===== config.mk =====
export PLATFORM = sky130hd
export DESIGN_NAME = fsl_regs
export DESIGN_NICKNAME = d
export VERILOG_FILES = /design/src/hw/fsl_pkg.sv /design/src/hw/fsl_regs.sv /design/src/hw/fsl_timer.sv
export SDC_FILE = /design/constraint.sdc
export NUM_CORES = 1
export LEC_CHECK = 0
export ABC_AREA = 1
export BUFFER_PORTS_ARGS = -buffer_cell sky130_fd_sc_hd__clkbuf_2
export CAP_MARGIN = 30
export CORE_MARGIN = 1
export CORE_UTILIZATION = 60
export CTS_BUF_LIST = sky130_fd_sc_hd__clkbuf_4 sky130_fd_sc_hd__clkbuf_8
export DETAILED_ROUTE_END_ITERATION = 10
export HOLD_SLACK_MARGIN = 0.05
export PLACE_DENSITY = 0.85
export SLEW_MARGIN = 20
export SYNTH_ARGS = -nofsm -noshare
export SYNTH_HDL_FRONTEND = slang
export SYNTH_SLANG_ARGS = --single-unit

===== constraint.sdc =====
create_clock -name clk_in -period 4.1 [get_ports clk_in]
set_input_delay 0.82 -clock clk_in [delete_from_list [all_inputs] [get_ports clk_in]]
set_output_delay 0.82 -clock clk_in [all_outputs]
set_load 0.005 [all_outputs]

===== src/hw/fsl_pkg.sv =====
// package: register map, field layout and timing constants of the fail-safe/link config bank
package fsl_pkg;

  // ****************************************************************
  // register offsets
  // ****************************************************************
  localparam logic [7:0] OFS_SAFE_MAP_E_F = 8'h82;
  localparam logic [7:0] OFS_SAFE_MAP_G_H = 8'h83;
  localparam logic [7:0] OFS_LINK_CFG_A   = 8'h84;
  localparam logic [7:0] OFS_LINK_CFG_B   = 8'h85;
  localparam logic [7:0] OFS_LINK_STATUS  = 8'h88;

  // ****************************************************************
  // field layout
  // ****************************************************************
  localparam int        MAP_LO_POS    = 0;
  localparam int        MAP_HI_POS    = 4;
  localparam logic [7:0] MAP_MASK     = 8'h77;
  localparam int        WDT_POS       = 4;
  localparam int        BRK_POS       = 1;
  localparam int        ACK_POS       = 0;
  localparam int        ADDR_SRC_POS  = 4;
  localparam int        ADDR_POS      = 0;
  localparam logic [7:0] CFG_B_MASK   = 8'h1f;

  // ****************************************************************
  // watchdog codes
  // ****************************************************************
  localparam logic [3:0] WDT_OFF      = 4'h0;
  localparam logic [3:0] WDT_LAST     = 4'hb;
  localparam logic [3:0] WDT_DIRECT   = 4'hc;

  // ****************************************************************
  // timing: clock rate and tick base
  // ****************************************************************
  localparam int CLK_HZ        = 20000000;
  localparam int TICK_US       = 5;
  localparam int TICK_CYCLES   = CLK_HZ / 1000000 * TICK_US;

  // watchdog times in microseconds, codes 1 to b
  localparam int WDT_US_1 = 200;
  localparam int WDT_US_2 = 500;
  localparam int WDT_US_3 = 1000;
  localparam int WDT_US_4 = 2000;
  localparam int WDT_US_5 = 5000;
  localparam int WDT_US_6 = 10000;
  localparam int WDT_US_7 = 20000;
  localparam int WDT_US_8 = 50000;
  localparam int WDT_US_9 = 100000;
  localparam int WDT_US_A = 200000;
  localparam int WDT_US_B = 500000;

  // break-wait times in microseconds, codes 0 to 7
  localparam int BRK_US_0 = 1000;
  localparam int BRK_US_1 = 125;
  localparam int BRK_US_2 = 250;
  localparam int BRK_US_3 = 500;
  localparam int BRK_US_4 = 1250;
  localparam int BRK_US_5 = 2500;
  localparam int BRK_US_6 = 5000;
  localparam int BRK_US_7 = 5000;

endpackage : fsl_pkg


===== src/hw/fsl_regs.sv =====
// module: fail-safe mapping and link configuration register bank
//
// Behaviour
// - offset 82h: bits 6-4 map F2..F0, bits 2-0 map E2..E0, 7 and 3 zero
// - offset 83h: bits 6-4 map H2..H0, bits 2-0 map G2..G0, 7 and 3 zero
// - every reset loads all writable fields from the nonvolatile image
// - watchdog code 0 disables watchdog; inactivity never forces fail-safe
// - watchdog codes 1..b select 200us up to 500ms timeouts
// - watchdog code c enters fail-safe at once, no waiting
// - break-wait codes 0..7 select 1ms,125us,250us,500us,1.25ms,2.5ms,5ms,5ms
// - bit 0 at 84h enables acknowledgement responses on the link
// - bit 4 at 85h chooses strap pins (0) or register address (1)
// - bits 3-0 at 85h hold programmed address, bits 7-5 read zero
//
// Design decision made here: the strobed register port.
`timescale 1ns/1ps
`default_nettype none

module fsl_regs (
  input  wire logic       clk_in,
  input  wire logic       reset_in,
  input  wire logic [7:0] addr_in,
  input  wire logic [7:0] wdata_in,
  input  wire logic       wr_in,
  input  wire logic       rd_in,
  output logic      [7:0] rdata_out,
  input  wire logic       nv_valid_in,
  input  wire logic [7:0] nv_map_e_f_in,
  input  wire logic [7:0] nv_map_g_h_in,
  input  wire logic [7:0] nv_cfg_a_in,
  input  wire logic [7:0] nv_cfg_b_in,
  input  wire logic       address_strap_pin_0_in,
  input  wire logic       address_strap_pin_1_in,
  input  wire logic       address_strap_pin_2_in,
  input  wire logic       link_activity_in,
  input  wire logic       frame_end_in,
  output logic      [5:0] safe_map_e_f_out,
  output logic      [5:0] safe_map_g_h_out,
  output logic            ack_response_enable_out,
  output logic      [3:0] bus_address_out,
  output logic            failsafe_request_out,
  output logic            break_wait_done_out
);

  // ****************************************************************
  // register state
  // ****************************************************************
  logic [7:0] map_e_f_r;
  logic [7:0] map_e_f_nxt;
  logic [7:0] map_g_h_r;
  logic [7:0] map_g_h_nxt;
  logic [7:0] cfg_a_r;
  logic [7:0] cfg_a_nxt;
  logic [7:0] cfg_b_r;
  logic [7:0] cfg_b_nxt;
  logic [7:0] rdata_r;
  logic [7:0] rdata_nxt;
  logic       loaded_r;
  logic       loaded_nxt;

  // strap and activity synchronisers
  logic [2:0] strap_s1_r;
  logic [2:0] strap_s2_r;
  logic       act_s1_r;
  logic       act_s2_r;
  logic       end_s1_r;
  logic       end_s2_r;

  // outputs
  logic [5:0] map_ef_out_r;
  logic [5:0] map_gh_out_r;
  logic       ack_out_r;
  logic [3:0] addr_out_r;
  logic       fs_out_r;
  logic       brk_out_r;

  // tick generator
  logic [7:0] tick_cnt_r;
  logic [7:0] tick_cnt_nxt;
  logic       tick_r;
  logic       tick_nxt;

  // timers
  logic [17:0] wdt_limit;
  logic [17:0] brk_limit;
  logic        wdt_en;
  logic        wdt_expired;
  logic        brk_expired;
  logic        brk_armed_r;
  logic        brk_armed_nxt;
  logic [3:0]  wdt_code;
  logic [2:0]  brk_code;

  assign wdt_code = cfg_a_r[fsl_pkg::WDT_POS +: 4];
  assign brk_code = cfg_a_r[fsl_pkg::BRK_POS +: 3];

  // ****************************************************************
  // register write and nonvolatile load
  // ****************************************************************
  always_comb begin
    map_e_f_nxt = map_e_f_r;
    map_g_h_nxt = map_g_h_r;
    cfg_a_nxt   = cfg_a_r;
    cfg_b_nxt   = cfg_b_r;
    loaded_nxt  = loaded_r;
    if (!loaded_r) begin
      if (nv_valid_in) begin
        map_e_f_nxt = nv_map_e_f_in & fsl_pkg::MAP_MASK;
        map_g_h_nxt = nv_map_g_h_in & fsl_pkg::MAP_MASK;
        cfg_a_nxt   = nv_cfg_a_in;
        cfg_b_nxt   = nv_cfg_b_in & fsl_pkg::CFG_B_MASK;
        loaded_nxt  = 1'b1;
      end
    end else if (wr_in) begin
      case (addr_in)
        fsl_pkg::OFS_SAFE_MAP_E_F: map_e_f_nxt = wdata_in & fsl_pkg::MAP_MASK;
        fsl_pkg::OFS_SAFE_MAP_G_H: map_g_h_nxt = wdata_in & fsl_pkg::MAP_MASK;
        fsl_pkg::OFS_LINK_CFG_A:   cfg_a_nxt   = wdata_in;
        fsl_pkg::OFS_LINK_CFG_B:   cfg_b_nxt   = wdata_in & fsl_pkg::CFG_B_MASK;
        default:                   cfg_a_nxt   = cfg_a_r;
      endcase
    end
  end

  // ****************************************************************
  // read mux, data one cycle after strobe
  // ****************************************************************
  always_comb begin
    rdata_nxt = 8'h00;
    if (rd_in) begin
      case (addr_in)
        fsl_pkg::OFS_SAFE_MAP_E_F: rdata_nxt = map_e_f_r;
        fsl_pkg::OFS_SAFE_MAP_G_H: rdata_nxt = map_g_h_r;
        fsl_pkg::OFS_LINK_CFG_A:   rdata_nxt = cfg_a_r;
        fsl_pkg::OFS_LINK_CFG_B:   rdata_nxt = cfg_b_r;
        fsl_pkg::OFS_LINK_STATUS:  rdata_nxt = {4'h0, addr_out_r[3], brk_out_r,
                                                fs_out_r, loaded_r};
        default:                   rdata_nxt = 8'h00;
      endcase
    end
  end

  always_ff @(posedge clk_in or posedge reset_in) begin
    if (reset_in) begin
      map_e_f_r <= 8'h00;
      map_g_h_r <= 8'h00;
      cfg_a_r   <= 8'h00;
      cfg_b_r   <= 8'h00;
      loaded_r  <= 1'b0;
      rdata_r   <= 8'h00;
    end else begin
      map_e_f_r <= map_e_f_nxt;
      map_g_h_r <= map_g_h_nxt;
      cfg_a_r   <= cfg_a_nxt;
      cfg_b_r   <= cfg_b_nxt;
      loaded_r  <= loaded_nxt;
      rdata_r   <= rdata_nxt;
    end
  end

  // ****************************************************************
  // pin synchronisers
  // ****************************************************************
  always_ff @(posedge clk_in or posedge reset_in) begin
    if (reset_in) begin
      strap_s1_r <= 3'h0;
      strap_s2_r <= 3'h0;
      act_s1_r   <= 1'b0;
      act_s2_r   <= 1'b0;
      end_s1_r   <= 1'b0;
      end_s2_r   <= 1'b0;
    end else begin
      strap_s1_r <= {address_strap_pin_2_in, address_strap_pin_1_in, address_strap_pin_0_in};
      strap_s2_r <= strap_s1_r;
      act_s1_r   <= link_activity_in;
      act_s2_r   <= act_s1_r;
      end_s1_r   <= frame_end_in;
      end_s2_r   <= end_s1_r;
    end
  end

  // ****************************************************************
  // 5 us tick
  // ****************************************************************
  always_comb begin
    tick_cnt_nxt = tick_cnt_r + 8'h1;
    tick_nxt     = 1'b0;
    if (tick_cnt_r == 8'(fsl_pkg::TICK_CYCLES - 1)) begin
      tick_cnt_nxt = 8'h0;
      tick_nxt     = 1'b1;
    end
  end

  always_ff @(posedge clk_in or posedge reset_in) begin
    if (reset_in) begin
      tick_cnt_r <= 8'h0;
      tick_r     <= 1'b0;
    end else begin
      tick_cnt_r <= tick_cnt_nxt;
      tick_r     <= tick_nxt;
    end
  end

  // ****************************************************************
  // timeout tables in ticks
  // ****************************************************************
  always_comb begin
    case (wdt_code)
      4'h1:    wdt_limit = 18'(fsl_pkg::WDT_US_1 / fsl_pkg::TICK_US);
      4'h2:    wdt_limit = 18'(fsl_pkg::WDT_US_2 / fsl_pkg::TICK_US);
      4'h3:    wdt_limit = 18'(fsl_pkg::WDT_US_3 / fsl_pkg::TICK_US);
      4'h4:    wdt_limit = 18'(fsl_pkg::WDT_US_4 / fsl_pkg::TICK_US);
      4'h5:    wdt_limit = 18'(fsl_pkg::WDT_US_5 / fsl_pkg::TICK_US);
      4'h6:    wdt_limit = 18'(fsl_pkg::WDT_US_6 / fsl_pkg::TICK_US);
      4'h7:    wdt_limit = 18'(fsl_pkg::WDT_US_7 / fsl_pkg::TICK_US);
      4'h8:    wdt_limit = 18'(fsl_pkg::WDT_US_8 / fsl_pkg::TICK_US);
      4'h9:    wdt_limit = 18'(fsl_pkg::WDT_US_9 / fsl_pkg::TICK_US);
      4'ha:    wdt_limit = 18'(fsl_pkg::WDT_US_A / fsl_pkg::TICK_US);
      4'hb:    wdt_limit = 18'(fsl_pkg::WDT_US_B / fsl_pkg::TICK_US);
      default: wdt_limit = 18'h1;
    endcase
  end

  always_comb begin
    case (brk_code)
      3'h0:    brk_limit = 18'(fsl_pkg::BRK_US_0 / fsl_pkg::TICK_US);
      3'h1:    brk_limit = 18'(fsl_pkg::BRK_US_1 / fsl_pkg::TICK_US);
      3'h2:    brk_limit = 18'(fsl_pkg::BRK_US_2 / fsl_pkg::TICK_US);
      3'h3:    brk_limit = 18'(fsl_pkg::BRK_US_3 / fsl_pkg::TICK_US);
      3'h4:    brk_limit = 18'(fsl_pkg::BRK_US_4 / fsl_pkg::TICK_US);
      3'h5:    brk_limit = 18'(fsl_pkg::BRK_US_5 / fsl_pkg::TICK_US);
      3'h6:    brk_limit = 18'(fsl_pkg::BRK_US_6 / fsl_pkg::TICK_US);
      default: brk_limit = 18'(fsl_pkg::BRK_US_7 / fsl_pkg::TICK_US);
    endcase
  end

  // watchdog only runs for codes 1..b after the load
  assign wdt_en = loaded_r && (wdt_code != fsl_pkg::WDT_OFF)
                  && (wdt_code <= fsl_pkg::WDT_LAST);

  // ****************************************************************
  // timers
  // ****************************************************************
  fsl_timer u_wdt (
    .clk_in      (clk_in),
    .reset_in    (reset_in),
    .tick_in     (tick_r),
    .restart_in  (act_s2_r),
    .enable_in   (wdt_en),
    .limit_in    (wdt_limit),
    .expired_out (wdt_expired)
  );

  // break wait armed by a frame end, cleared by new activity; frame end wins a tie
  always_comb begin
    brk_armed_nxt = brk_armed_r;
    if (end_s2_r) begin
      brk_armed_nxt = 1'b1;
    end else if (act_s2_r) begin
      brk_armed_nxt = 1'b0;
    end
  end

  always_ff @(posedge clk_in or posedge reset_in) begin
    if (reset_in) begin
      brk_armed_r <= 1'b0;
    end else begin
      brk_armed_r <= brk_armed_nxt;
    end
  end

  fsl_timer u_brk (
    .clk_in      (clk_in),
    .reset_in    (reset_in),
    .tick_in     (tick_r),
    .restart_in  (act_s2_r),
    .enable_in   (brk_armed_r),
    .limit_in    (brk_limit),
    .expired_out (brk_expired)
  );

  // ****************************************************************
  // registered outputs
  // ****************************************************************
  always_ff @(posedge clk_in or posedge reset_in) begin
    if (reset_in) begin
      map_ef_out_r <= 6'h0;
      map_gh_out_r <= 6'h0;
      ack_out_r    <= 1'b0;
      addr_out_r   <= 4'h0;
      fs_out_r     <= 1'b0;
      brk_out_r    <= 1'b0;
    end else begin
      map_ef_out_r <= {map_e_f_r[6:4], map_e_f_r[2:0]};
      map_gh_out_r <= {map_g_h_r[6:4], map_g_h_r[2:0]};
      ack_out_r    <= cfg_a_r[fsl_pkg::ACK_POS];
      if (cfg_b_r[fsl_pkg::ADDR_SRC_POS]) begin
        addr_out_r <= cfg_b_r[fsl_pkg::ADDR_POS +: 4];
      end else begin
        addr_out_r <= {1'b0, strap_s2_r};
      end
      fs_out_r     <= (loaded_r && wdt_code == fsl_pkg::WDT_DIRECT)
                      || wdt_expired;
      brk_out_r    <= brk_expired;
    end
  end

  assign rdata_out               = rdata_r;
  assign safe_map_e_f_out        = map_ef_out_r;
  assign safe_map_g_h_out        = map_gh_out_r;
  assign ack_response_enable_out = ack_out_r;
  assign bus_address_out         = addr_out_r;
  assign failsafe_request_out    = fs_out_r;
  assign break_wait_done_out     = brk_out_r;

  // ****************************************************************
  // assertions
  // ****************************************************************
  property p_map_reserved;
    @(posedge clk_in) disable iff (reset_in)
      (map_e_f_r[7] == 1'b0) && (map_e_f_r[3] == 1'b0)
      && (map_g_h_r[7] == 1'b0) && (map_g_h_r[3] == 1'b0);
  endproperty
  a_map_reserved: assert property (p_map_reserved)
    else $error("reserved map bit set");

  property p_map_write;
    @(posedge clk_in) disable iff (reset_in)
      (loaded_r && wr_in && addr_in == fsl_pkg::OFS_SAFE_MAP_G_H)
      |=> (map_g_h_r == ($past(wdata_in) & fsl_pkg::MAP_MASK));
  endproperty
  a_map_write: assert property (p_map_write)
    else $error("map write lost");

  property p_nv_load;
    @(posedge clk_in) disable iff (reset_in)
      (!loaded_r && nv_valid_in) |=> (loaded_r && cfg_a_r == $past(nv_cfg_a_in));
  endproperty
  a_nv_load: assert property (p_nv_load)
    else $error("nonvolatile load wrong");

  property p_wdt_off;
    @(posedge clk_in) disable iff (reset_in)
      (wdt_code == fsl_pkg::WDT_OFF) [*3] |-> !fs_out_r;
  endproperty
  a_wdt_off: assert property (p_wdt_off)
    else $error("fail-safe with watchdog off");

  property p_wdt_direct;
    @(posedge clk_in) disable iff (reset_in)
      (loaded_r && wdt_code == fsl_pkg::WDT_DIRECT) |=> fs_out_r;
  endproperty
  a_wdt_direct: assert property (p_wdt_direct)
    else $error("direct fail-safe missing");

  property p_wdt_timeout;
    @(posedge clk_in) disable iff (reset_in)
      (wdt_en && wdt_code == 4'h1 && act_s2_r) ##1 (!act_s2_r && wdt_code == 4'h1) [*8]
      |-> !fs_out_r;
  endproperty
  a_wdt_timeout: assert property (p_wdt_timeout)
    else $error("watchdog expired early");

  property p_ack;
    @(posedge clk_in) disable iff (reset_in)
      ##1 (ack_response_enable_out == $past(cfg_a_r[fsl_pkg::ACK_POS]));
  endproperty
  a_ack: assert property (p_ack)
    else $error("ack enable mismatch");

  property p_addr_src;
    @(posedge clk_in) disable iff (reset_in)
      (cfg_b_r[fsl_pkg::ADDR_SRC_POS] == 1'b0) |=> (bus_address_out == {1'b0, $past(strap_s2_r)});
  endproperty
  a_addr_src: assert property (p_addr_src)
    else $error("strap address not used");

  property p_addr_reg;
    @(posedge clk_in) disable iff (reset_in)
      cfg_b_r[fsl_pkg::ADDR_SRC_POS] |=> (bus_address_out == $past(cfg_b_r[3:0]));
  endproperty
  a_addr_reg: assert property (p_addr_reg)
    else $error("register address not used");

  property p_cfg_b_read;
    @(posedge clk_in) disable iff (reset_in)
      (rd_in && addr_in == fsl_pkg::OFS_LINK_CFG_B) |=> (rdata_out[7:5] == 3'h0);
  endproperty
  a_cfg_b_read: assert property (p_cfg_b_read)
    else $error("reserved address bits read set");

  property p_brk_idle;
    @(posedge clk_in) disable iff (reset_in)
      !brk_armed_r [*2] |-> !break_wait_done_out;
  endproperty
  a_brk_idle: assert property (p_brk_idle)
    else $error("break wait done without frame end");

endmodule : fsl_regs

`default_nettype wire


===== src/hw/fsl_timer.sv =====
// module: inactivity timer counting ticks against a limit
`timescale 1ns/1ps
`default_nettype none

module fsl_timer (
  input  wire logic        clk_in,
  input  wire logic        reset_in,
  input  wire logic        tick_in,
  input  wire logic        restart_in,
  input  wire logic        enable_in,
  input  wire logic [17:0] limit_in,
  output logic             expired_out
);

  logic [17:0] count_r;
  logic [17:0] count_nxt;
  logic        expired_r;
  logic        expired_nxt;

  // ****************************************************************
  // counter next state
  // ****************************************************************
  always_comb begin
    count_nxt   = count_r;
    expired_nxt = expired_r;
    if (restart_in || !enable_in) begin
      count_nxt   = 18'h0;
      expired_nxt = 1'b0;
    end else if (tick_in && !expired_r) begin
      count_nxt = count_r + 18'h1;
      if (count_nxt >= limit_in) begin
        expired_nxt = 1'b1;
      end
    end
  end

  always_ff @(posedge clk_in or posedge reset_in) begin
    if (reset_in) begin
      count_r   <= 18'h0;
      expired_r <= 1'b0;
    end else begin
      count_r   <= count_nxt;
      expired_r <= expired_nxt;
    end
  end

  assign expired_out = expired_r;

endmodule : fsl_timer

`default_nettype wire


# == Word-level counts from Yosys, hierarchy flattened ==
# Memory sizes are Yosys's and may differ from the RTL's.
# Cells that the tools add are included.
# word_totals
ramBits,0
latchBits,0
ff_bits,118
rom_bits,256
n_memories,1
wordCells,111
in_bits,58
# op_classes
n_lt_le_gt_ge,3
mux,36
div_mod_pow,0
n_shift,0
eq_ne,17
multipliers,0
reduce_logical,26
bitwise,0
addsub,3
# memory_table
name,words,width,rd,rd_clocked_by_memory_dff,write_ports,line_no,rtl
(name not given),16,16,1,0,0,fsl_regs.sv:208,case (wdt_code)
# op_table
operator,count
two-way mux 8 bit,18
two-way mux 18 bit,4
case mux 10 bit (6 select lines),1
"equality test 8 bit, second input constant",5
case mux 8 bit (5 select lines),1
"adder 18 x 1 -> 18 bit, second input constant",2
greater-or-equal comparator 18 x 10 -> 1 bit,1
greater-or-equal comparator 18 bit,1
AND reduction 3 bit,4
nonzero test 2 bit,6
two-way mux 1 bit,11
"adder 8 x 1 -> 8 bit, second input constant",1
"equality test 8 x 7 -> 1 bit, second input constant",1
"inequality test 2 x 1 -> 1 bit, second input constant",4
"equality test 3 x 2 -> 1 bit, second input constant",2
"equality test 3 bit, second input constant",2
logical AND 1 bit,5
"equality test 4 bit, second input constant",1
"less-or-equal comparator 4 bit, second input constant",1
zero test 1 bit,4
two-way mux 4 bit,1
AND reduction 2 bit,2
nonzero test 4 bit,1
"equality test 3 x 1 -> 1 bit, second input constant",1
other kinds (3),5

# == Longest topological paths before layout ==
# Gate-level depths: netlist (run 1).
# logic_depth
ltp_word,7
depth_mapped,22
ltp_nobuf,22

# == Hierarchy ==
# From an unflattened synthesis (run 1), not the netlist that was laid out.
# hier_totals
cells_unflattened,886
hier_area_um2,6882.9
# modules_own_cells
mod,cells_per_inst,n_inst,seq_area_each_um2,area_each_um2
fsl_regs,388,1,1826.8,3457.1
fsl_timer,249,2,475.5,1712.9

# == Worst setup path before layout (run 1) ==
# Ideal clock, no wire load.
# synth_timing
path_type,register to register
from,reg u_wdt.count_r[2]
to,"reg u_wdt.expired_r, in the netlist u_wdt.expired_out"
n_path_buf,0
path_slack_ns,1.659
stages_incl_launch_ff,20
period_less_slack_ns,2.441
required_ns,4.023
arrival_ns,2.364
cell_sequence,dfrtp_1 > inv_1 > nor3_2 > nand2_1 > nor2_4 > nand2_1 > nor2_1 > nand3_1 > xor2_1 > inv_1 > ha_1 > nand2_1 > inv_1 > nand4_1 > o21a_1 > nand2_1 > nand2_1 > nand2_1 > nand2_1 > a21oi_1
# synth_between
elab_chain_len,4
# synth_lines
item,line_no,rtl
start: declaration,fsl_timer.sv:15,logic [17:0] count_r;
start signal: assignment,fsl_timer.sv:42,count_r <= count_nxt;
adder 18 x 1 -> 18 bit,fsl_timer.sv:30,count_nxt = count_r + 18'h1;
greater-or-equal comparator 18 bit,fsl_timer.sv:31,if (count_nxt >= limit_in) begin
nonzero test 2 bit (no source line),--,
AND reduction 2 bit (no source line),--,
end signal: assignment,fsl_timer.sv:43,expired_r <= expired_nxt;
end: declaration,fsl_timer.sv:17,logic expired_r;
# Every way passes these cells.
# A chain may end at the register's enable or synchronous reset.

# == Worst setup path in the final report (run 1) ==
# layout_timing
from,reg u_wdt.count_r[0]
to,"reg u_wdt.expired_r, in the netlist u_wdt.expired_out"
# Same word-level chain as after synthesis.

==> results of run 1 <==
metrics by stage:
step                power, uW  worst slack, ns  instances
global placement         1580            1.355        907
floorplan                1469           0.3493        707
finish                   2290            1.119        925
detailed placement       1603            1.218        907
CTS                      2293            1.158        923
global route             2385           0.9273        925
logic make-up (layout without fill, tap and decap cells):
kind of cell / Yosys count / count (layout) / share of synthesized area [%]
AO/OA/AOI/OAI: 113 / 113 / 12.42
XOR/XNOR: 25 / 25 / 3.690
adder cells (fa/ha/maj): 34 / 34 / 7.168
buffers and inverters: 122 / 211 / 8.075
flip-flops: 111 / 111 / 46.81
multiplexers: 2 / 2 / 0.3795
AND/OR/NAND/NOR: 300 / 300 / 21.46
worst min path at each step:
stage	endpoint	slack, ns	cells past startpoint
after floorplan	act_s2_r$_DFF_PP0_	0.33	0
after global placement	strap_s2_r[1]$_DFF_PP0_	0.33	0
after detailed placement	strap_s2_r[2]$_DFF_PP0_	0.34	0
after CTS	strap_s2_r[0]$_DFF_PP0_	0.37	0
after global routing	strap_s2_r[2]$_DFF_PP0_	0.37	0
final	strap_s2_r[2]$_DFF_PP0_	0.36	0
cell usage in the layout (no fill, tap or decap), types with 4 or more instances in the layout:
cell type / synthesis / final
sky130_fd_sc_hd__a21oi_1: 18 / 18
sky130_fd_sc_hd__a31oi_1: 26 / 26
sky130_fd_sc_hd__buf_4: 1 / 5
sky130_fd_sc_hd__clkbuf_2: 0 / 78
sky130_fd_sc_hd__clkbuf_8: 0 / 10
sky130_fd_sc_hd__dfrtp_1: 111 / 111
sky130_fd_sc_hd__ha_1: 34 / 34
sky130_fd_sc_hd__inv_1: 104 / 103
sky130_fd_sc_hd__inv_2: 7 / 7
sky130_fd_sc_hd__nand2_1: 162 / 162
sky130_fd_sc_hd__nand3_1: 28 / 28
sky130_fd_sc_hd__nand4_1: 10 / 10
sky130_fd_sc_hd__nor2_1: 70 / 70
sky130_fd_sc_hd__nor3_1: 14 / 14
sky130_fd_sc_hd__o21a_1: 4 / 4
sky130_fd_sc_hd__o21ai_0: 27 / 27
sky130_fd_sc_hd__o22ai_1: 13 / 13
sky130_fd_sc_hd__o22ai_2: 10 / 10
sky130_fd_sc_hd__xor2_1: 24 / 24
synthesized netlist by cell type, drive strengths merged, types with 2 or more instances:
| cell | number | area (um2) |
|---|---|---|
| xor2 | 24 | 210.2 |
| o22ai | 23 | 206.5 |
| clkbuf | 4 | 15.01 |
| nor3 | 17 | 106.4 |
| or2 | 3 | 18.77 |
| buf | 6 | 43.79 |
| a22oi | 3 | 22.52 |
| dfrtp | 111 | 2778 |
| o21ai | 29 | 145.1 |
| mux2 | 2 | 22.52 |
| a31oi | 26 | 162.7 |
| nand4 | 10 | 62.56 |
| nand3 | 28 | 140.1 |
| ha | 34 | 425.4 |
| nor4 | 2 | 12.51 |
| nor2 | 75 | 304.0 |
| a21o | 2 | 15.01 |
| nand2 | 163 | 614.3 |
| a21oi | 19 | 98.85 |
| inv | 111 | 416.7 |
| o21a | 4 | 30.03 |
| a221oi | 2 | 17.52 |
metal layers:
layer	vias up	part of all wire, %
li1	2470	-
met1	2468	41
met2	223	51
met3	34	6.0
met4	0	2.4
met5	-	0
area by class of cell:
class | count | share of cell area [%]
timing repair buffer | 83 | 6.404
clock inverter | 6 | 1.142
sequential | 111 | 41.57
clock buffer | 10 | 2.060
tap | 129 | 2.416
inverter | 112 | 6.330
multi-input combinational | 474 | 40.07
power by group:
group | switching [uW] | internal (uW) | total [uW]
sequential | 63.5 | 1170 | 1230
combinational | 222 | 136 | 358
clock | 391 | 309 | 700
flip-flops by register name (all words and copies together) (netlist names), 4 cells and up:
register,count
map_e_f_r,6
tick_cnt_r,8
safe_map_g_h_out,6
cfg_b_r,5
safe_map_e_f_out,6
rdata_out,8
bus_address_out,4
u_brk.count_r,18
map_g_h_r,6
u_wdt.count_r,18
cfg_a_r,8
==> results.toml, run 1 <==
[final_layout]
area_growth_pct = 12.59
finalCoreUtilization_pct = 70.96
design_area_mm2 = 0.006681
multi_input_gate_area_mm2 = 0.002678
layout.area.seq_mm2 = 0.002778
num_antenna_cells = 0
fill_cells = 698
post_route_cells_drive_above_1_share_pct = 16.58
design.final.nets = 883

[clock_network]
ctsLongestPathBuffers = 2
post_cts_resized = 0
cts_hold_buf = 0
htreeDepth = 3
cts.reportedPaths.clkPinSlew_ns = 0.11
clock_tree.root_cell = "sky130_fd_sc_hd__clkbuf_8"
post-cts-setup-buffer-count = 0
cts.sink_count = 111
clkLatencyLatePin_ns = 0.38
tritoncts.num_buffers = 9
cts_tree = "yes"

[setup_path]
critical_path.most_common_cell = "sky130_fd_sc_hd__nand2_1"
cp_slowest_stage_delay_ns = 0.43
setup.worst_path.class = "flip-flop to flip-flop"
critical_path.endpoint_type = "flip-flop"
worst_r2r_startpoint = "u_wdt.count_r[0]$_DFFE_PP0P_"
cp.buffers_inverters = 2
worstPathArrival_ns = 3.28
crit-reg2reg-capture = "u_wdt.expired_out$_DFFE_PP0P_"
crit_end = "u_wdt.expired_out$_DFFE_PP0P_"
critical_path_depth = 18
worstRegToRegCells = 18
timing.critical_path.cells = "ha_1 > nand3_1 > nor3_1 > nand4_1 > nor2_1 > nand2_1 > xor2_1 > inv_1 > ha_1 > nand4_1 > inv_1 > nand4_1 > o21a_1 > nand2_1 > nand2_1 > nand2_1 > nand2_1 > a21oi_1"
rrSetupSlack_ns = 1.12
critical-path-slowest-cell = "sky130_fd_sc_hd__dfrtp_1"
timing.critical_path.from = "u_wdt.count_r[0]$_DFFE_PP0P_"
worst-path-max-fanout = 4
critPathLaunchType = "flip-flop"
critPathRequiredTime_ns = 4.40
path_delay_family = "simple AND/OR/NAND/NOR gates"

[timing]
setup_repair_after_global_routing_missed_its_margin = "no"
final-hold-violation-count = 0
final.min_clock_period_ns = 2.981
timing.fmax_mhz = 335.5
worst_pin_slew_ns = 0.7708
fin_tns_setup_ns = 0
max_slew_margin_pct = 48.61
post-route-period-util_pct = 72.70
hold-worst-slack_ns = 0.3645
final-setup-viol-count = 0
fin_skew_ns = 0.01090
final_max_slew_viol_count = 0

[floorplan]
core_area_mm2 = 0.009415
floorplan.die.height_um = 101.5
die_w_um = 101.5
die_ar_mm2 = 0.01029
floorplan.rows = 35
floorplan.initialDensity_pct = 63.03
floorplan.io_pins = 85

[drt]
routed_wl_um = 13980
detail_route.drc_violations = 0
drtPass1Iterations = 5
num_vias = 5195
ant_nets = 0
vias_per_cell = 5.616
drt_iter0_markers = 330
wire_per_inst_um = 15.11

[grt]
grt_util_all_layers_pct = 28.56
grt_max_degree = 57
groute.layer.met2.usage_pct = 50.03
global_route_wire_length_before_repair_um = 22780
gr-total-overflow = 0
globalRouteMet3Util_pct = 5.038
globalRouteMet1Util_pct = 35.08
grt_pass1_vias = 5048
number_of_antenna_violations_at_the_first_check_in_global_routing = 0
top_usage_layer = "met2"

[synthesis]
netlist_area_mm2 = 0.005934
primary_flip_flop_cell_chosen_by_synthesis_mapping = "sky130_fd_sc_hd__dfrtp_1"
synth_cells = 707
synth-edff-count = 0
synth.yosys.seq_area_share_pct = 46.81
synth.net_count = 799
yosys_warnings = 0
synth_cell_type_count = 43
synth_async_sr_flop_share_pct = 100.0
synth_seq_cells = 111
syn_avg_cell_area_um2 = 8.394

[worst_hold_path]
holdCritStartpoint = "strap_s1_r[2]$_DFF_PP0_"
worstHoldPathType = "flip-flop to flip-flop"

[flow_run]
drv.max_cap_violation_count = 0

[power_and_ir_drop]
static-leakage-power_uw = 0.003357
power_per_cell_area_mw_per_mm2 = 342.8
worst_ir_drop_vdd_mv = 0.2269

[place]
detailed_place.area_mm2 = 0.006455
gp_congestion = 0.8945
hpwl_um = 10440
numPortBuffers = 77

[outcome]
outcome = "finished, final reports clean"
Power figures use the tool's default switching activity.
==> run 2, diff against run 1 <==
Clock period 4.1 ns to 2.8 ns, I/O delays scaled along.
==> run 2 against run 1 <==
Net effect:
- sequential share of layout area fell by 1.5 points
- non-clock buffer count rose by 21
- register-to-register slack got worse by 1.1 ns
- die area did not move
- clock-buffer cell count fell by 1
- power rose by 42%
- critical endpoint unchanged
- largest power group unchanged
==> results.toml, run 2 (synthesis gave the netlist of run 1 again) <==
[floorplan]
die_w_um = 101.5
floorplan.die.height_um = 101.5
die_ar_mm2 = 0.01029
core_area_mm2 = 0.009415
floorplan.initialDensity_pct = 63.03
floorplan.io_pins = 85
floorplan.rows = 35

[timing]
final.min_clock_period_ns = 2.751
max_slew_margin_pct = 47.00
final-setup-viol-count = 0
final-hold-violation-count = 0
timing.fmax_mhz = 363.5
final_max_slew_viol_count = 0
worst_pin_slew_ns = 0.7951
setup_repair_after_global_routing_missed_its_margin = "yes"
fin_skew_ns = 0.01059
setup_ws_ns = 0.04931
post-route-period-util_pct = 98.24
fin_tns_setup_ns = 0

[setup_path]
critPathRequiredTime_ns = 3.10
setup.worst_path.class = "flip-flop to flip-flop"
worstPathArrival_ns = 3.05
worstRegToRegCells = 19
critical_path.endpoint_type = "flip-flop"
critPathLaunchType = "flip-flop"
worst-path-max-fanout = 4

[grt]
global_route_wire_length_before_repair_um = 22360
gr-total-overflow = 0
grt_max_degree = 88
grt_util_all_layers_pct = 27.89
grt_pass1_vias = 5013
number_of_antenna_violations_at_the_first_check_in_global_routing = 0

[final_layout]
post_route_cells_drive_above_1_share_pct = 21.05
layout.area.seq_mm2 = 0.002778
finalCoreUtilization_pct = 73.63
fill_cells = 681
final_common_cell = "sky130_fd_sc_hd__nand2_1"
area_growth_pct = 16.82
biggestRegsByFlops = "u_brk.count_r x18, u_wdt.count_r x18"
num_antenna_cells = 0
multi_input_gate_area_mm2 = 0.002781
final_cell_mix = "159 x sky130_fd_sc_hd__nand2_1, 111 x sky130_fd_sc_hd__dfrtp_1, 100 x sky130_fd_sc_hd__inv_1"
design.final.nets = 904

[place]
hpwl_um = 10360
numPortBuffers = 77
gp_congestion = 0.9218
place_ws_ns = -0.05909

[worst_hold_path]
worstHoldPathType = "primary input to async pin"

[drt]
vias_per_cell = 5.532
num_vias = 5233
drt_iter0_markers = 343
drtPass1Iterations = 5
ant_nets = 0
detail_route.drc_violations = 0
routed_wl_um = 13910
wire_per_inst_um = 14.71

[clock_network]
cts.sink_count = 111
ctsLongestPathBuffers = 2
clkLatencyLatePin_ns = 0.37
clock_tree.root_cell = "sky130_fd_sc_hd__clkbuf_8"
cts_tree = "yes"
htreeDepth = 3
cts.reportedPaths.clkPinSlew_ns = 0.11
cts_hold_buf = 0
tritoncts.num_buffers = 9

[power_and_ir_drop]
static-leakage-power_uw = 0.003487
power_per_cell_area_mw_per_mm2 = 470.5
worst_ir_drop_vdd_mv = 0.3500

[outcome]
outcome = "finished, final reports clean"

[flow_run]
drv.max_cap_violation_count = 0
## run 2: changes by cell type in the layout (fill, tap and decap cells not counted), sizes merged
cell,previous run,this run
clkbuf,88,86
inv,113,114
bufinv,1,0
buf,5,27
clkinvlp,2,3
## run 2: timing repair
item                       CTS  global route
pin swaps                    1            17
hold endpoints to repair     0             0
setup endpoints to repair    1             2
gates resized for setup      1            24
buffers inserted             1            15
gates cloned                 0             0
## run 2: path summary, 6_finish.rpt
path	slack [ns]	to	start
min	0.22	tick_cnt_r[3]$_DFF_PP0_	reset_in
max	0.05	u_wdt.expired_out$_DFFE_PP0P_	u_wdt.count_r[0]$_DFFE_PP0P_
max in group asynchronous	1.77	cfg_b_r[0]$_DFFE_PP0P_	reset_in
min reg2reg	0.36	strap_s2_r[0]$_DFF_PP0_	strap_s1_r[0]$_DFF_PP0_
max reg2reg	0.05	u_wdt.expired_out$_DFFE_PP0P_	u_wdt.count_r[0]$_DFFE_PP0P_
min in group clk_in	0.29	strap_s1_r[1]$_DFF_PP0_	address_strap_pin_1_in
## run 2: worst max-delay path, cell delays in order, from the launching register on
cell and delay, ns:
sky130_fd_sc_hd__dfrtp_1 0.45, sky130_fd_sc_hd__inv_2 0.08, sky130_fd_sc_hd__nor3_4 0.20, sky130_fd_sc_hd__nand2_2 0.11, sky130_fd_sc_hd__nor2_4 0.19, sky130_fd_sc_hd__nand2_2 0.10
sky130_fd_sc_hd__nor2_4 0.12, sky130_fd_sc_hd__nand3_1 0.09, sky130_fd_sc_hd__xor2_1 0.20, sky130_fd_sc_hd__inv_1 0.07, sky130_fd_sc_hd__ha_1 0.30, sky130_fd_sc_hd__nand2_1 0.06
sky130_fd_sc_hd__inv_1 0.06, sky130_fd_sc_hd__nand4_1 0.09, sky130_fd_sc_hd__o21a_1 0.18, sky130_fd_sc_hd__nand2_1 0.06, sky130_fd_sc_hd__nand2_1 0.04, sky130_fd_sc_hd__nand2_1 0.05
sky130_fd_sc_hd__nand2_1 0.06, sky130_fd_sc_hd__a21oi_2 0.14
## run 2: area by class of cell
type	count	area share, %
repair buffers	104	8.663
well taps	129	2.328
flip-flops and latches	111	40.06
multi-input cells	474	40.12
clock inverters	7	0.9204
clock buffers	9	1.787
inverters	112	6.118
## run 2: layer usage
metal / vias to the layer above / wire, um / share of wire (%) / track usage, %
met5: - / 0 / 0 / 0
met4: 0 / 308 / 2.2 / 10.48
met3: 29 / 781 / 5.6 / 4.210
met2: 203 / 7024 / 50 / 48.09
met1: 2487 / 5796 / 42 / 35.70
li1: 2514 / - / - / -
## run 2: power by group
part	leakage, uW	switching [uW]	total, uW	internal (uW)
clock network	0.0000903	593	938	345
registers	0.00142	89.6	1800	1710
logic	0.00198	321	523	202
## run 2: through the flow
step | hold slack [ns] | total power (uW) | area, um2 | cells
after floorplan | 0.3312 | 2151 | 5938 | 707
after global placement | 0.3321 | 2314 | 6521 | 914
after detailed placement | 0.3404 | 2346 | 6521 | 914
after CTS | 0.2183 | 3276 | 6721 | 931
after global routing | 0.2571 | 3435 | 6933 | 946
final | 0.2188 | 3262 | 6933 | 946
==> run 3, diff against run 2 <==
Settings changed: ABC_CLOCK_PERIOD_IN_PS set to 2800, BUFFER_PORTS_ARGS -buffer_cell sky130_fd_sc_hd__clkbuf_2 to unset, CORE_UTILIZATION 60 to 63, DONT_BUFFER_PORTS set to 1, PLACE_DENSITY 0.85 to 0.81.
==> run 3 against run 2 <==
Net effect:
- worst setup slack better by 0.033 ns
- flip-flop and latch count stayed put
- via count is 6.4% lower
- largest power group unchanged
- highest routed layer unchanged
==> results.toml, run 3 (synthesis gave the netlist of run 1 again) <==
[final_layout]
instances_no_fill = 843
finalCoreUtilization_pct = 70.19
num_antenna_cells = 0
biggestRegsByFlops = "u_brk.count_r x18, u_wdt.count_r x18"
final_common_cell = "sky130_fd_sc_hd__nand2_1"
fill_cells = 696
area_growth_pct = 8.771
multi_input_gate_area_mm2 = 0.002769
post_route_cells_drive_above_1_share_pct = 11.34
final_cell_mix = "160 x sky130_fd_sc_hd__nand2_1, 111 x sky130_fd_sc_hd__dfrtp_1, 101 x sky130_fd_sc_hd__inv_1"
design.final.nets = 820
design_area_mm2 = 0.006455
layout.area.seq_mm2 = 0.002778

[timing]
fin_skew_ns = 0.007249
timing.fmax_mhz = 368.0
final-hold-violation-count = 0
max_slew_margin_pct = 44.91
final-setup-viol-count = 0
final_max_slew_viol_count = 0
final.min_clock_period_ns = 2.717
hold-worst-slack_ns = 0.1998
post-route-period-util_pct = 97.05
worst_pin_slew_ns = 0.8245
setup_repair_after_global_routing_missed_its_margin = "yes"

[clock_network]
ctsLongestPathBuffers = 2
htreeDepth = 3
cts_tree = "yes"
clkLatencyLatePin_ns = 0.37
cts.reportedPaths.clkPinSlew_ns = 0.10
clock_tree.root_cell = "sky130_fd_sc_hd__clkbuf_8"
tritoncts.num_buffers = 9
cts.sink_count = 111

[floorplan]
floorplan.die.height_um = 99.06
floorplan.io_pins = 85
floorplan.initialDensity_pct = 64.53
core_area_mm2 = 0.009196
die_ar_mm2 = 0.009812
die_w_um = 99.06
floorplan.rows = 35

[setup_path]
critPathLaunchType = "flip-flop"
critical_path.endpoint_type = "flip-flop"
timing.critical_path.from = "u_wdt.count_r[0]$_DFFE_PP0P_"
worst-path-max-fanout = 4
worst_r2r_startpoint = "u_wdt.count_r[0]$_DFFE_PP0P_"
setup.worst_path.class = "flip-flop to flip-flop"
worstPathArrival_ns = 3.02
critPathRequiredTime_ns = 3.11

[grt]
gr-total-overflow = 0
number_of_antenna_violations_at_the_first_check_in_global_routing = 0
grt_pass1_vias = 4748
grt_util_all_layers_pct = 27.45
grt_max_degree = 49
global_route_wire_length_before_repair_um = 21310

[place]
numPortBuffers = 0
hpwl_um = 9890
gp_congestion = 0.8908
dp_cells = 819
detailed_place.area_mm2 = 0.006126

[power_and_ir_drop]
power.total_uw = 3100
static-leakage-power_uw = 0.003124
worst_ir_drop_vdd_mv = 0.3113
power_per_cell_area_mw_per_mm2 = 480.3

[drt]
wire_per_inst_um = 15.49
ant_nets = 0
vias_per_cell = 5.808
detail_route.drc_violations = 0
num_vias = 4896
routed_wl_um = 13060
drtPass1Iterations = 5
drt_iter0_markers = 262

[flow_run]
drv.max_cap_violation_count = 0

[outcome]
outcome = "finished, final reports clean"

[worst_hold_path]
worstHoldPathType = "primary input to async pin"
==> run 3: power breakdown <==
group / leakage [uW] / total (uW) / internal (uW) / switching, uW
Combinational: 0.00162 / 435 / 153 / 282
Sequential: 0.00142 / 1810 / 1710 / 98.9
Clock: 0.0000821 / 854 / 325 / 529
Total: 0.00312 / 3100 / 2190 / 911
==> run 3: layout make-up <==
type                       count  share of cell area (%)
clock buffer                   9                   1.919
timing repair buffer          20                   2.714
inverter                     112                   6.571
sequential                   111                   43.03
clock inverter                 6                  0.7172
multi-input combinational    474                   42.90
tap                          111                   2.152
==> run 3: worst paths after layout <==
| path | slack (ns) | to | depth (start not counted) |
|---|---|---|---|
| hold / removal | 0.20 | u_wdt.count_r[9]$_DFFE_PP0P_ | 1 |
| min in group clk_in | 0.20 | strap_s1_r[0]$_DFF_PP0_ | 0 |
| hold reg to reg | 0.36 | act_s2_r$_DFF_PP0_ | 0 |
| max in group asynchronous | 1.92 | loaded_r$_DFF_PP0_ | 2 |
| setup reg to reg | 0.08 | u_wdt.expired_out$_DFFE_PP0P_ | 18 |
| setup / recovery | 0.08 | u_wdt.expired_out$_DFFE_PP0P_ | 18 |
==> run 3: critical path, stage by stage, from the launching register on <==
cell	delay, ns
sky130_fd_sc_hd__dfrtp_1	0.45
sky130_fd_sc_hd__ha_4	0.18
sky130_fd_sc_hd__nand3_4	0.09
sky130_fd_sc_hd__nor3_4	0.20
sky130_fd_sc_hd__nand4_1	0.20
sky130_fd_sc_hd__nor2_1	0.18
sky130_fd_sc_hd__nand2_2	0.10
sky130_fd_sc_hd__nor2_2	0.16
sky130_fd_sc_hd__xor2_2	0.12
sky130_fd_sc_hd__ha_1	0.29
sky130_fd_sc_hd__nand2_1	0.04
sky130_fd_sc_hd__inv_1	0.06
sky130_fd_sc_hd__nand4_1	0.09
sky130_fd_sc_hd__o21a_1	0.17
sky130_fd_sc_hd__nand2_1	0.06
sky130_fd_sc_hd__nand2_1	0.05
sky130_fd_sc_hd__nand2_1	0.05
sky130_fd_sc_hd__nand2_1	0.05
sky130_fd_sc_hd__a21oi_2	0.10
==> run 3: repair_timing <==
item | 4_1_cts | 5_1_grt
pin swaps | 1 | 10
hold buffers | 0 | 0
setup endpoints to repair | 1 | 1
buffers inserted | 0 | 9
resized for setup | 1 | 18
==> run 3: layer usage <==
metal	up-vias	global-route usage (%)	routed length [um]
li1	2350	-	-
met1	2298	33.88	5442
met2	205	46.48	6336
met3	43	7.092	873
met4	0	10.41	403
met5	-	0	0
==> run 3: metrics by stage <==
stage | worst slack (ns) | setup TNS, ns
4_1_cts | 0.01935 | 0
2_1_floorplan | 0.3589 | 0
5_1_grt | -0.1960 | -0.1960
3_3_place_gp | 0.1059 | 0
6_report | 0.08265 | 0
3_5_place_dp | 0.02158 | 0
